`src/rtl/relay_ind_cfg.svh`:
```
`ifndef RELAY_IND_CFG_SVH
`define RELAY_IND_CFG_SVH

// Register byte offsets
`define OFS_SWITCH 12'h000
`define OFS_MODE 12'h004
`define OFS_CMD 12'h008
`define OFS_MAXCUR 12'h00c
`define OFS_LASTCUR 12'h010
`define OFS_COUNTS 12'h014
`define OFS_DUR 12'h018
`define OFS_STATUS 12'h01c
`define OFS_DISPLAY 12'h020

// Reset values
`define MODE_DEFAULT 4'ha
`define BUTTON_DEFAULT 8'h00
`define MAIN_DEFAULT 8'h00
`define ROUTE_DEFAULT 8'h00

// Mode weights
`define W_LOW_START 0
`define W_LOW_TRIP 1
`define W_HIGH_START 2
`define W_HIGH_TRIP 3

// Field positions in main setting switches
`define MAIN_RANGE_LO 6
`define MAIN_RANGE_HI 7

// Limits
`define COUNT_MAX 8'hff
`define PCT_FULL 7'h64

// Display scan: 10 us per frame at 200 MHz, fast enough to watch
`define SCAN_TIME_NS 10000
`define CLK_PERIOD_NS 5
`define SCAN_CYCLES (`SCAN_TIME_NS / `CLK_PERIOD_NS)

`endif

```
`src/rtl/relay_ind_pkg.sv`:
```
package relay_ind_pkg;

  // Delay range of the high-set stage
  typedef enum logic [1:0] {
    RANGE_SHORT,
    RANGE_MID,
    RANGE_LONG
  } delay_range_type;

  // Stage events from the protection core
  typedef struct packed {
    logic low_start;
    logic low_trip;
    logic high_start;
    logic high_trip;
    logic [2:0] phase_hit;
  } stage_events_type;

  // Indicators toward the front panel
  typedef struct packed {
    logic low_start;
    logic low_trip;
    logic high_start;
    logic high_trip;
    logic [2:0] phase;
  } indicators_type;

  // One display frame: address digit and three value digits
  typedef struct packed {
    logic [3:0] addr;
    logic addr_red;
    logic [11:0] value;
  } display_type;

endpackage

```
`src/rtl/relay_indication.sv`:
```
// Functional notes
// - Reset alone releases latches if switch three
// - Step alone releases latches if switch two
// - Two switches pick high-set delay range
// - Weighted mode word selects latching indicators
// - Mode word defaults to ten
// - Zero mode word lights no indicators
// - Only button switches one-three matter
// - Both buttons clear indicators, latches, records
// - Routing switches pick reclose starts, blockings
// - Phase current on digits, phase lamp
// - Red address digit with recorded value
// - Register one keeps maximum or trip current
// - Submenu keeps current at last trip
// - Count low-set starts up to 255
// - Count high-set starts up to 255
// - Low-set duration percent, 100 when tripped
// - High-set duration percent, 100 when tripped
// - Register zero shows blocking state code
// - Middle digit zero, remote reset shown
// - Test mode activates stage signals in any combination
// - Both buttons or command clear records
`timescale 1ns/1ps
`include "relay_ind_cfg.svh"

module relay_indication (
  input wire logic aclk,
  input wire logic aresetn,
  input wire logic clk_en,
  // AXI4-Lite slave
  input wire logic [11:0] s_axi_awaddr,
  input wire logic s_axi_awvalid,
  output logic s_axi_awready,
  input wire logic [31:0] s_axi_wdata,
  input wire logic [3:0] s_axi_wstrb,
  input wire logic s_axi_wvalid,
  output logic s_axi_wready,
  output logic [1:0] s_axi_bresp,
  output logic s_axi_bvalid,
  input wire logic s_axi_bready,
  input wire logic [11:0] s_axi_araddr,
  input wire logic s_axi_arvalid,
  output logic s_axi_arready,
  output logic [31:0] s_axi_rdata,
  output logic [1:0] s_axi_rresp,
  output logic s_axi_rvalid,
  input wire logic s_axi_rready,
  // Protection core
  input wire relay_ind_pkg::stage_events_type events,
  input wire logic [6:0] low_pct,
  input wire logic [6:0] high_pct,
  input wire logic [11:0] phase_one_current,
  input wire logic [11:0] phase_two_current,
  input wire logic [11:0] phase_three_current,
  // Front panel pins
  input wire logic step_button,
  input wire logic reset_button,
  input wire logic block_low_pin,
  input wire logic block_high_pin,
  input wire logic remote_reset_pin,
  // Outputs
  output relay_ind_pkg::indicators_type indicators,
  output logic trip_low_latched,
  output logic trip_high_latched,
  output relay_ind_pkg::delay_range_type high_delay_range,
  output logic [2:0] reclose_start_sel,
  output logic [4:0] blocking_route,
  output relay_ind_pkg::stage_events_type test_events,
  output relay_ind_pkg::display_type display
);
  import relay_ind_pkg::*;

  //----------------------------------------------------------------
  // State
  //----------------------------------------------------------------
  typedef struct packed {
    logic [1:0] sync1; // First stage, pins step/reset
    logic [1:0] sync2;
    logic [2:0] sync1b; // First stage, block/remote
    logic [2:0] sync2b;
    logic [1:0] btn_prev; // For press edges
    logic [7:0] main_sw;
    delay_range_type dly_range; // Decoded from main switches
    logic [3:0] mode_word;
    logic [7:0] button_sw;
    logic [7:0] route_sw;
    logic [6:0] test_word; // Test mode selector
    indicators_type ind;
    logic lat_low;
    logic lat_high;
    logic [11:0] max_cur;
    logic [11:0] last_cur;
    logic [7:0] low_cnt;
    logic [7:0] high_cnt;
    logic [6:0] low_dur;
    logic [6:0] high_dur;
    logic low_start_d;
    logic high_start_d;
    logic [2:0] disp_reg; // Shown register 0..5
    logic [1:0] disp_phase; // Phase under display
    logic disp_rec; // Showing records
    logic [17:0] scan_cnt;
    display_type disp;
    logic awr;
    logic wr;
    logic bv;
    logic arr;
    logic rv;
    logic [11:0] awa;
    logic [31:0] wd;
    logic [3:0] ws;
    logic aw_have;
    logic w_have;
    logic [31:0] rd;
    logic [1:0] bresp;
    logic [1:0] rresp;
  } state_type;

  state_type state_reg;
  state_type state_next;

  // Write data after byte strobes, for command register
  logic [31:0] wmerge;
  logic [11:0] cur_max; // Largest phase current now
  logic [11:0] cur_shown;

  //----------------------------------------------------------------
  // Next state
  //----------------------------------------------------------------
  // One combinational pass over all state
  always_comb begin
    logic step_p;
    logic rst_p;
    logic both;
    logic clr_ind;
    logic rel_lat;
    logic erase;
    logic wr_go;
    logic map_ok;
    logic [3:0] mw;
    step_p = 1'b0;
    rst_p = 1'b0;
    both = 1'b0;
    clr_ind = 1'b0;
    rel_lat = 1'b0;
    erase = 1'b0;
    wr_go = 1'b0;
    map_ok = 1'b0;
    mw = 4'h0;
    state_next = state_reg;
    wmerge = 32'h0000_0000;
    cur_max = phase_one_current;
    if (phase_two_current > cur_max) begin
      cur_max = phase_two_current;
    end
    if (phase_three_current > cur_max) begin
      cur_max = phase_three_current;
    end
    cur_shown = phase_one_current;
    if (state_reg.disp_phase == 2'h1) begin
      cur_shown = phase_two_current;
    end else if (state_reg.disp_phase == 2'h2) begin
      cur_shown = phase_three_current;
    end

    // Pin synchronisers
    state_next.sync1 = {step_button, reset_button};
    state_next.sync2 = state_reg.sync1;
    state_next.sync1b = {block_low_pin, block_high_pin, remote_reset_pin};
    state_next.sync2b = state_reg.sync1b;
    state_next.btn_prev = state_reg.sync2;

    // Decode presses; a button joining a held one counts as both
    both = (state_reg.sync2 == 2'b11) && (state_reg.btn_prev != 2'b11);
    step_p = state_reg.sync2[1] && !state_reg.btn_prev[1] && !state_reg.sync2[0];
    rst_p = state_reg.sync2[0] && !state_reg.btn_prev[0] && !state_reg.sync2[1];

    if (both) begin
      clr_ind = 1'b1;
      rel_lat = 1'b1;
      erase = 1'b1;
    end
    if (step_p && state_reg.button_sw[0]) begin
      clr_ind = 1'b1;
    end
    if (step_p && state_reg.button_sw[1]) begin
      clr_ind = 1'b1;
      rel_lat = 1'b1;
    end
    // Reset alone clears lamps in every setting
    if (rst_p) begin
      clr_ind = 1'b1;
    end
    if (rst_p && state_reg.button_sw[2]) begin
      rel_lat = 1'b1;
    end

    // Step walks the record menu when button switches one and two are both off
    if (step_p && state_reg.button_sw[1:0] == 2'b00) begin
      state_next.disp_rec = 1'b1;
      state_next.disp_reg = (state_reg.disp_reg == 3'h5) ? 3'h0 : state_reg.disp_reg + 3'h1;
    end

    //--------------------------------------------------------------
    // AXI4-Lite write
    //--------------------------------------------------------------
    if (s_axi_awvalid && state_reg.awr) begin
      state_next.awa = s_axi_awaddr;
      state_next.aw_have = 1'b1;
      state_next.awr = 1'b0;
    end
    if (s_axi_wvalid && state_reg.wr) begin
      state_next.wd = s_axi_wdata;
      state_next.ws = s_axi_wstrb;
      state_next.w_have = 1'b1;
      state_next.wr = 1'b0;
    end
    wr_go = state_reg.aw_have && state_reg.w_have && !state_reg.bv;
    if (wr_go) begin
      map_ok = 1'b1;
      for (int i = 0; i < 4; i++) begin
        wmerge[8*i +: 8] = state_reg.ws[i] ? state_reg.wd[8*i +: 8] : 8'h00;
      end
      unique case (state_reg.awa)
        `OFS_SWITCH: begin
          if (state_reg.ws[0]) state_next.main_sw = state_reg.wd[7:0];
          // One switch mid range, both long
          if (state_reg.ws[0]) state_next.dly_range = delay_range_type'(
            {1'b0, state_reg.wd[`MAIN_RANGE_LO]} + {1'b0, state_reg.wd[`MAIN_RANGE_HI]});
          if (state_reg.ws[1]) state_next.button_sw = {5'h00, state_reg.wd[10:8]};
          if (state_reg.ws[2]) state_next.route_sw = state_reg.wd[23:16];
        end
        `OFS_MODE: begin
          if (state_reg.ws[0]) state_next.mode_word = state_reg.wd[3:0];
        end
        `OFS_CMD: begin
          erase = erase | wmerge[0];
          rel_lat = rel_lat | wmerge[1];
          clr_ind = clr_ind | wmerge[1];
          if (state_reg.ws[1]) state_next.test_word = state_reg.wd[14:8];
        end
        `OFS_DISPLAY: begin
          if (state_reg.ws[0]) begin
            state_next.disp_rec = state_reg.wd[0];
            state_next.disp_reg = (state_reg.wd[3:1] > 3'h5) ? 3'h0 : state_reg.wd[3:1];
            state_next.disp_phase = (state_reg.wd[5:4] == 2'h3) ? 2'h0 : state_reg.wd[5:4];
          end
        end
        default: map_ok = 1'b0;
      endcase
      state_next.bresp = map_ok ? 2'b00 : 2'b10;
      state_next.bv = 1'b1;
      state_next.aw_have = 1'b0;
      state_next.w_have = 1'b0;
    end
    if (state_reg.bv && s_axi_bready) begin
      state_next.bv = 1'b0;
      state_next.awr = 1'b1;
      state_next.wr = 1'b1;
    end

    //--------------------------------------------------------------
    // Indicators and latches
    //--------------------------------------------------------------
    mw = state_reg.mode_word;
    if (clr_ind) begin
      state_next.ind = '0;
    end
    if (rel_lat) begin
      state_next.lat_low = 1'b0;
      state_next.lat_high = 1'b0;
    end
    state_next.ind.low_start = (mw != 4'h0) && (events.low_start ||
      (mw[`W_LOW_START] && state_next.ind.low_start));
    state_next.ind.low_trip = (mw != 4'h0) && (events.low_trip ||
      (mw[`W_LOW_TRIP] && state_next.ind.low_trip));
    state_next.ind.high_start = (mw != 4'h0) && (events.high_start ||
      (mw[`W_HIGH_START] && state_next.ind.high_start));
    state_next.ind.high_trip = (mw != 4'h0) && (events.high_trip ||
      (mw[`W_HIGH_TRIP] && state_next.ind.high_trip));
    state_next.ind.phase = (mw == 4'h0) ? 3'h0 : (state_next.ind.phase | events.phase_hit);
    // Trip outputs latch until released
    state_next.lat_low = state_next.lat_low | events.low_trip;
    state_next.lat_high = state_next.lat_high | events.high_trip;

    //--------------------------------------------------------------
    // Recorded values
    //--------------------------------------------------------------
    state_next.low_start_d = events.low_start;
    state_next.high_start_d = events.high_start;
    if (erase) begin
      state_next.max_cur = 12'h000;
      state_next.last_cur = 12'h000;
      state_next.low_cnt = 8'h00;
      state_next.high_cnt = 8'h00;
      state_next.low_dur = 7'h00;
      state_next.high_dur = 7'h00;
    end else begin
      if ((events.low_trip || events.high_trip) || cur_max > state_reg.max_cur) begin
        state_next.max_cur = cur_max;
      end
      if (events.low_trip || events.high_trip) begin
        state_next.last_cur = cur_max;
      end
      if (events.low_start && !state_reg.low_start_d && state_reg.low_cnt != `COUNT_MAX) begin
        state_next.low_cnt = state_reg.low_cnt + 8'h01;
      end
      if (events.high_start && !state_reg.high_start_d && state_reg.high_cnt != `COUNT_MAX) begin
        state_next.high_cnt = state_reg.high_cnt + 8'h01;
      end
      if (events.low_start && !state_reg.low_start_d) begin
        state_next.low_dur = 7'h00;
      end else if (events.low_trip) begin
        state_next.low_dur = `PCT_FULL;
      end else if (events.low_start) begin
        state_next.low_dur = (low_pct > `PCT_FULL) ? `PCT_FULL : low_pct;
      end
      if (events.high_start && !state_reg.high_start_d) begin
        state_next.high_dur = 7'h00;
      end else if (events.high_trip) begin
        state_next.high_dur = `PCT_FULL;
      end else if (events.high_start) begin
        state_next.high_dur = (high_pct > `PCT_FULL) ? `PCT_FULL : high_pct;
      end
    end

    //--------------------------------------------------------------
    // Display frame, refreshed once per scan period
    //--------------------------------------------------------------
    state_next.scan_cnt = state_reg.scan_cnt + 18'h00001;
    if (state_reg.scan_cnt == 18'(`SCAN_CYCLES - 1)) begin
      state_next.scan_cnt = 18'h00000;
      if (state_reg.disp_rec) begin
        state_next.disp.addr = {1'b0, state_reg.disp_reg};
        state_next.disp.addr_red = 1'b1;
        unique case (state_reg.disp_reg)
          3'h1: state_next.disp.value = state_reg.max_cur;
          3'h2: state_next.disp.value = {4'h0, state_reg.low_cnt};
          3'h3: state_next.disp.value = {4'h0, state_reg.high_cnt};
          3'h4: state_next.disp.value = {5'h00, state_reg.low_dur};
          3'h5: state_next.disp.value = {5'h00, state_reg.high_dur};
          default: state_next.disp.value = {2'b00, state_reg.sync2b[1], state_reg.sync2b[2],
            4'h0, 3'h0, state_reg.sync2b[0]};
        endcase
      end else begin
        state_next.disp.addr = 4'h0;
        state_next.disp.addr_red = 1'b0;
        state_next.disp.value = cur_shown;
      end
    end

    //--------------------------------------------------------------
    // AXI4-Lite read
    //--------------------------------------------------------------
    if (s_axi_arvalid && state_reg.arr) begin
      state_next.arr = 1'b0;
      state_next.rv = 1'b1;
      state_next.rresp = 2'b00;
      unique case (s_axi_araddr)
        `OFS_SWITCH: state_next.rd = {8'h00, state_reg.route_sw, state_reg.button_sw,
          state_reg.main_sw};
        `OFS_MODE: state_next.rd = {28'h0000000, state_reg.mode_word};
        `OFS_CMD: state_next.rd = {17'h00000, state_reg.test_word, 8'h00};
        `OFS_MAXCUR: state_next.rd = {20'h00000, state_reg.max_cur};
        `OFS_LASTCUR: state_next.rd = {20'h00000, state_reg.last_cur};
        `OFS_COUNTS: state_next.rd = {16'h0000, state_reg.high_cnt, state_reg.low_cnt};
        `OFS_DUR: state_next.rd = {17'h00000, state_reg.high_dur, 1'b0, state_reg.low_dur};
        `OFS_STATUS: state_next.rd = {23'h000000, state_reg.lat_high, state_reg.lat_low,
          state_reg.sync2b, state_reg.ind.low_start, state_reg.ind.low_trip,
          state_reg.ind.high_start, state_reg.ind.high_trip};
        `OFS_DISPLAY: state_next.rd = {26'h0000000, state_reg.disp_phase,
          state_reg.disp_reg, state_reg.disp_rec};
        default: begin
          state_next.rd = 32'h0000_0000;
          state_next.rresp = 2'b10;
        end
      endcase
    end
    if (state_reg.rv && s_axi_rready) begin
      state_next.rv = 1'b0;
      state_next.arr = 1'b1;
    end
  end

  //----------------------------------------------------------------
  // Register stage
  //----------------------------------------------------------------
  // Synchronous reset; clock enable freezes everything
  always_ff @(posedge aclk) begin
    if (!aresetn) begin
      state_reg <= '0;
      state_reg.mode_word <= `MODE_DEFAULT;
      state_reg.button_sw <= `BUTTON_DEFAULT;
      state_reg.main_sw <= `MAIN_DEFAULT;
      state_reg.route_sw <= `ROUTE_DEFAULT;
      state_reg.awr <= 1'b1;
      state_reg.wr <= 1'b1;
      state_reg.arr <= 1'b1;
    end else if (clk_en) begin
      state_reg <= state_next;
    end
  end

  //----------------------------------------------------------------
  // Outputs, all straight from state
  //----------------------------------------------------------------
  assign s_axi_awready = state_reg.awr;
  assign s_axi_wready = state_reg.wr;
  assign s_axi_bvalid = state_reg.bv;
  assign s_axi_bresp = state_reg.bresp;
  assign s_axi_arready = state_reg.arr;
  assign s_axi_rvalid = state_reg.rv;
  assign s_axi_rdata = state_reg.rd;
  assign s_axi_rresp = state_reg.rresp;
  assign indicators = state_reg.ind;
  assign trip_low_latched = state_reg.lat_low;
  assign trip_high_latched = state_reg.lat_high;
  assign display = state_reg.disp;
  // Delay range kept in a flop
  assign high_delay_range = state_reg.dly_range;
  assign reclose_start_sel = state_reg.route_sw[2:0];
  assign blocking_route = state_reg.route_sw[7:3];
  // Test word drives stage signals bit for bit, any combination at once
  assign test_events = state_reg.test_word;

endmodule

```
`config.mk`:
```
export PLATFORM = sky130hd
export DESIGN_NAME = relay_indication
export DESIGN_NICKNAME = d
export VERILOG_FILES = /design/src/rtl/relay_ind_pkg.sv /design/src/rtl/relay_indication.sv
export VERILOG_INCLUDE_DIRS = /design/src /design/src/rtl
export SDC_FILE = /design/constraint.sdc
export NUM_CORES = 1
export LEC_CHECK = 0
export BUFFER_PORTS_ARGS = -buffer_cell sky130_fd_sc_hd__buf_2
export CAP_MARGIN = 10
export CORE_ASPECT_RATIO = 0.8
export CORE_MARGIN = 5
export CORE_UTILIZATION = 52
export DETAILED_ROUTE_END_ITERATION = 6
export GPL_ROUTABILITY_DRIVEN = 0
export PLACE_DENSITY = 0.75
export RECOVER_POWER = 25
export SYNTH_ARGS = -nofsm -noshare
export SYNTH_HDL_FRONTEND = slang
export SYNTH_SLANG_ARGS = --single-unit
```
`constraint.sdc`:
```
create_clock -name aclk -period 9 [get_ports aclk]
set_clock_uncertainty 0.15 [all_clocks]
set_input_delay 1.8 -clock aclk [delete_from_list [all_inputs] [get_ports aclk]]
set_output_delay 1.8 -clock aclk [all_outputs]
set_load 0.01 [all_outputs]
```
==> results of run 1 <==
-- worst max-delay path: stages --
cell	delay (ps)
buf_2	110
inv_1	50
ha_1	280
nor2b_1	140
o211ai_1	90
a211o_1	260
a31oi_1	260
buf_4	260
mux2_2	410
inv_1	80
ha_1	250
a21oi_1	150
a31oi_1	90
a211oi_1	270
a21o_1	620
mux2i_1	320
inv_1	80
ha_1	290
nor2b_1	130
o211ai_1	150
a211oi_1	90
a2111oi_0	500
o21a_1	190
nand3b_1	430
o22ai_1	160
-- cell usage after synthesis (9+ instances only) --
master	instances
a211oi_1	9
a21boi_0	58
a21oi_1	34
a221oi_1	16
a222oi_1	18
a22oi_1	14
buf_4	79
clkbuf_1	57
dfxtp_1	220
ha_1	41
inv_1	58
mux2_2	21
mux2i_1	93
nand2_1	187
nand3_1	35
nand4_1	21
nor2_1	79
nor2b_1	83
nor3_1	13
o211a_1	11
o211ai_1	9
o21ai_0	47
o22ai_1	13
xnor2_1	13
xor2_1	17
-- stage by stage --
stage | cell area (sq um) | setup WS [ps] | hold WS (ps)
after detailed placement | 12500 | 1370 | 287
after global routing | 13200 | 1250 | 329
after global placement | 12500 | 1510 | 281
after CTS | 13300 | 1840 | 301
after floorplan | 12000 | 2190 | 276
final | 13200 | 1740 | 303
-- power by group --
part | internal, uW | switching, uW
clock network | 562 | 388
registers | 1010 | 41.5
logic | 132 | 184
-- routing by layer --
| metal | share of wire (%) | GRT usage (%) |
|---|---|---|
| met5 | 0.032 | 0 |
| met2 | 42 | 37.3 |
| met1 | 45 | 35.3 |
| met4 | 2.4 | 5.98 |
| met3 | 11 | 7.25 |
-- final timing paths --
path	to	cells past startpoint	start
setup / recovery	state_reg[186]	25	phase_one_current[1]
setup reg to reg	state_reg[168]	10	state_reg[38]
hold reg to reg	s_axi_rdata[9]	2	s_axi_rdata[9]
hold / removal	s_axi_rdata[9]	2	s_axi_rdata[9]
-- cells in the final DEF, fill, tap and decap left out, types with 23 or more instances in the layout --
| cell type | netlist | routed |
|---|---|---|
| a21boi_0 | 58 | 58 |
| nor2_1 | 79 | 79 |
| a21oi_1 | 34 | 34 |
| ha_1 | 41 | 41 |
| clkbuf_16 | 0 | 23 |
| nand2_1 | 187 | 187 |
| nand3_1 | 35 | 35 |
| clkbuf_1 | 57 | 59 |
| inv_1 | 58 | 58 |
| nor2b_1 | 83 | 83 |
| mux2i_1 | 93 | 93 |
| dfxtp_1 | 220 | 220 |
| buf_2 | 6 | 142 |
| o21ai_0 | 47 | 47 |
-- area by class of cell --
cell class / instances / area (sq um) / area share [%]
inverters: 58 / 218 / 1.64
flip-flops and latches: 220 / 4400 / 33.3
repair buffers: 204 / 977 / 7.38
clock buffers: 33 / 653 / 4.93
multi-input cells: 969 / 6500 / 49.1
well taps: 306 / 383 / 2.89
diodes: 1 / 2.50 / 0.0189
clock inverters: 8 / 97.6 / 0.737
-- cell families (layout without fill, tap and decap cells) --
| family | after synthesis | count (layout) | synth area share [%] |
|---|---|---|---|
| simple gates | 479 | 479 | 19.7 |
| compound gates | 293 | 293 | 17.8 |
| flops | 220 | 220 | 36.7 |
| buf+inv | 213 | 303 | 9.54 |
| mux | 114 | 114 | 9.72 |
| fa+ha+maj | 42 | 42 | 4.36 |
| xor+xnor | 30 | 30 | 2.19 |
| other cells | 1 | 12 | 0.0312 |
==> results.yml, run 1 <==
global_route:
  grt_first_pass_wirelength_um: 53900
  grt_max_degree: 94
  antenna_found_initial: 1
  overflow: 0
  grt_pass1_vias: 9915
  track_usage_pct: 24.8
final_layout:
  final_nets: 1647
  largest_reg_flops: 140
  finalNonFillerCells: 1799
  syn_to_final_growth_pct: 10.2
  fillers: 2055
  postLayoutCoreUtil_pct: 58.5
  drive_gt1_share_pct: 14.9
job:
  max_cap_violations: 1
logic_synthesis:
  synth_top_area_share_pct: 36.7
  syn_area_sq_um: 12000
  ys_warn_count: 0
  syn_avg_cell_area_sq_um: 8.63
  synth_async_sr_flop_share_pct: 0
  synth_area_leaders: "dfxtp_1, mux2i_1, nand2_1"
  yosysTopAreaCell: "dfxtp_1"
  ys_ff_latch: 220
  synth_flop_cell: "dfxtp_1"
  synth_cell_types: 71
  synth_edf_count: 0
  synthCells: 1392
  yosysSeqAreaShare_pct: 36.7
clock_tree:
  clk_pin_slew_worst_paths_ps: 60
  cts_hold_buf: 0
  cts_root_buf: "clkbuf_16"
  ctsHtreeMaxLevel: 1
  cts_setup_buffers: 0
  cts_buffer_depth: 3
  cts_buffers: 23
  cts_tree: "yes"
  cts_sinks: 220
  cts-resized-gates: 0
  clkLatencyLatePin_ps: 510
floorplanning:
  die_h_um: 146
  core_sq_um: 22600
  rows: 49
  start_util_pct: 53.1
  pin_count: 214
  fp.dieW_um: 180
  dieArea_sq_um: 26200
placement:
  dp.cells: 1755
  io_buffers: 192
  hpwl_um: 25400
detailed_routing:
  vias_per_cell: 5.79
  vias: 10417
  dr.first_iter.drc_count: 1170
  drt_wl_total_um: 34400
  drtPass1Iterations: 7
  wire_per_inst_um: 19.1
  drcViolationCount: 11
  drtAntennaViolNets: 0
critical_path:
  worstSetupPathType: "in -> reg"
  critical_path_peak_fanout: 14
  startpoint_type: "primary input"
  r2r_slack_ps: 5800
  end_kind: "flip-flop"
  required_ps: 9220
  crit_arrival_ps: 7480
status:
  status: "complete, but fails checks"
  violations: "design-rule violations, max-capacitance violations, max-slew violations"
pwr:
  ir_drop_v: 0.000128
  p_leak_uw: 0.00547
  p_total_uw: 2320
  p_per_area_nw_per_um2: 175
sta:
  slew_viol_final: 60
  period_minus_slack_ps: 7260
  setup_tns_ps: 0
  finalSetupViolCount: 0
  min_period_over_period_pct: 80.6
  max_freq_mhz: 138
  rsz0062_at_grt: "no"
  hold_viol_final: 0
  worstMarginPinSlew_ps: 3070
  max-slew-margin-rel_pct: -105
hold_path:
  hp-class: "reg -> reg"
No activity file was read; power rests on OpenSTA's default activity.
==> run 2: changes to the inputs <==
--- a/config.mk
+++ b/config.mk
@@ -6,6 +6,7 @@
 export SDC_FILE = /design/constraint.sdc
 export NUM_CORES = 1
 export LEC_CHECK = 0
+export ABC_AREA = 1
 export BUFFER_PORTS_ARGS = -buffer_cell sky130_fd_sc_hd__buf_2
 export CAP_MARGIN = 10
 export CORE_ASPECT_RATIO = 0.8
==> constraint.sdc (replaced) <==
create_clock -name aclk -period 7 [get_ports aclk]
set_clock_uncertainty 0.15 [all_clocks]
set_input_delay 1.4 -clock aclk [delete_from_list [all_inputs] [get_ports aclk]]
set_output_delay 1.4 -clock aclk [all_outputs]
set_load 0.01 [all_outputs]
==> run 2 against run 1 <==
- the run ends with max-capacitance violations, max-slew violations left
- cell area is 4.1% higher
- die area is 3.6% higher
- routed wire length rose by 3.3%
- critical path type unchanged
==> results.yml, run 2 <==
final_layout:
  postLayoutCellArea_sq_um: 13800
  insertedDiodeCount: 0
  largest_reg_flops: 140
  layout.cells.most_common_list: "nand2_1, dfxtp_1, inv_1"
  mostFrequentLayoutCell: "nand2_1"
  final_nets: 2053
  syn_to_final_growth_pct: 10.5
  drive_gt1_share_pct: 13.7
  finalNonFillerCells: 2211
logic_synthesis:
  synth_flop_cell: "dfxtp_1"
  yosys-top-cells-count: "nand2_1, dfxtp_1, inv_1"
  synth_async_sr_flop_share_pct: 0
  synth_top_area_share_pct: 35.3
  syn_avg_cell_area_sq_um: 6.95
  yosysTopAreaCell: "dfxtp_1"
  synthCells: 1794
  synth_area_leaders: "dfxtp_1, nand2_1, a21oi_1"
  synth_edf_count: 0
  synth_most_common_cell: "nand2_1"
  syn_area_sq_um: 12500
  yosysSeqAreaShare_pct: 35.3
  ys_warn_count: 0
  ys_ff_latch: 220
  synth_cell_types: 54
sta:
  period_minus_slack_ps: 5860
  slew_viol_final: 152
  finalSetupViolCount: 0
  setup_tns_ps: 0
  max_freq_mhz: 171
  worstMarginPinSlew_ps: 3270
  max-slew-margin-rel_pct: -118
  hold_viol_final: 0
  rsz0062_at_grt: "no"
  setup_ws_ps: 1140
  min_period_over_period_pct: 83.6
  whs_ps: 301
global_route:
  overflow: 0
  grt_first_pass_wirelength_um: 56500
  grt_max_degree: 87
  antenna_found_initial: 0
  grt_pass1_vias: 11210
  track_usage_pct: 24.9
clock_tree:
  cts_buffers: 23
  cts-resized-gates: 0
  cts_sinks: 220
  ctsHtreeMaxLevel: 1
  cts_buffer_depth: 3
  cts_tree: "yes"
  cts_hold_buf: 0
  clk_pin_slew_worst_paths_ps: 60
  cts_root_buf: "clkbuf_16"
  clkLatencyLatePin_ps: 520
  cts_setup_buffers: 0
placement:
  hpwl_um: 26800
  pre_cts_ws_ps: 761
  io_buffers: 192
  dp.cells: 2169
  placed_cell_area_sq_um: 13000
critical_path:
  required_ps: 7280
  critical_path_peak_fanout: 13
  worstSetupPathType: "in -> reg"
  startpoint_type: "primary input"
  crit_arrival_ps: 6140
  end_kind: "flip-flop"
floorplanning:
  fp.dieW_um: 183
  rows: 50
  pin_count: 214
  start_util_pct: 53.0
  dieArea_sq_um: 27200
  core_sq_um: 23500
  die_h_um: 149
pwr:
  p_leak_uw: 0.00607
  p_per_area_nw_per_um2: 231
  ir_drop_v: 0.000172
detailed_routing:
  drtAntennaViolNets: 0
  drcViolationCount: 0
  vias: 12237
  dr.first_iter.drc_count: 1280
  drt_wl_total_um: 35600
  drtPass1Iterations: 7
  wire_per_inst_um: 16.1
  vias_per_cell: 5.53
status:
  violations: "max-capacitance violations, max-slew violations"
  status: "complete, but fails checks"
hold_path:
  hp-class: "reg -> reg"
job:
  max_cap_violations: 2
-- run 2: cell count changes in the layout (fill, tap and decap cells not counted), sizes merged, moves of 18 or more --
cell | previous run | this run
mux2 | 21 | 0
inv | 59 | 221
nand3 | 35 | 129
nor2b | 83 | 0
a21oi | 34 | 181
a21boi | 58 | 0
o21ai | 48 | 171
mux2i | 93 | 0
nor2 | 80 | 170
nor3 | 16 | 37
a222oi | 18 | 0
nand2 | 187 | 336
-- run 2: critical path, stage by stage --
cell and delay (ps):
buf_2 100, inv_1 40, ha_1 320, nand4_1 200, nor3_1 180, nand2_1 320, nand2_1 480, nand2_1 120
and2_1 160, ha_1 300, nand2_1 60, nor2_1 190, and2_1 160, nand2_1 50, nand3_1 50, nand2_1 70
inv_1 260, nand2_1 110, and2_1 180, ha_1 310, nand4_1 140, nor2_1 160, nand2_1 70, nand2_1 50
o21bai_1 120, nand2_1 270, a21oi_1 250
-- run 2: cells by family after synthesis --
group	count (synthesis)	synth area share, %
compound gates	426	18.7
xor+xnor	14	0.983
fa+ha+maj	41	4.11
buf+inv	369	14.1
flops	220	35.3
other cells	1	0.0301
simple gates	723	26.8
-- run 2: worst paths after layout --
path / from / end / slack [ps] / cells after the start
max: phase_one_current[7] / state_reg[184] / 1140 / 27
min: state_reg[84] / state_reg[84] / 300 / 2
max reg2reg: s_axi_arready / s_axi_rdata[17] / 4540 / 4
min reg2reg: state_reg[84] / state_reg[84] / 300 / 2
-- run 2: final cells by class --
class	instances	area (sq um)
clock buffers	32	649
fillers	2286	9750
inverters	222	841
multi-input cells	1215	6350
repair buffers	200	971
well taps	312	390
flip-flops and latches	220	4400
clock inverters	10	175
-- run 2: power by group --
group	switching [uW]	internal [uW]	leakage (uW)	total (uW)
sequential	37.1	1310	0.00180	1350
clock	511	803	0.000401	1310
combinational	340	184	0.00387	523
total	888	2300	0.00607	3190
-- run 2: per-layer routing --
layer	routed length, um	track usage (%)
met5	0	0
met4	906	6.18
met3	2740	4.33
met2	16600	41.4
met1	15300	33.8
-- run 2: through the flow --
stage                     power, uW  utilization (%)
after floorplan                1740                -
after global placement         1870             55.3
after detailed placement       1890             55.3
after CTS                      3200             58.8
after global routing           3340             58.6
final                          3190             58.6
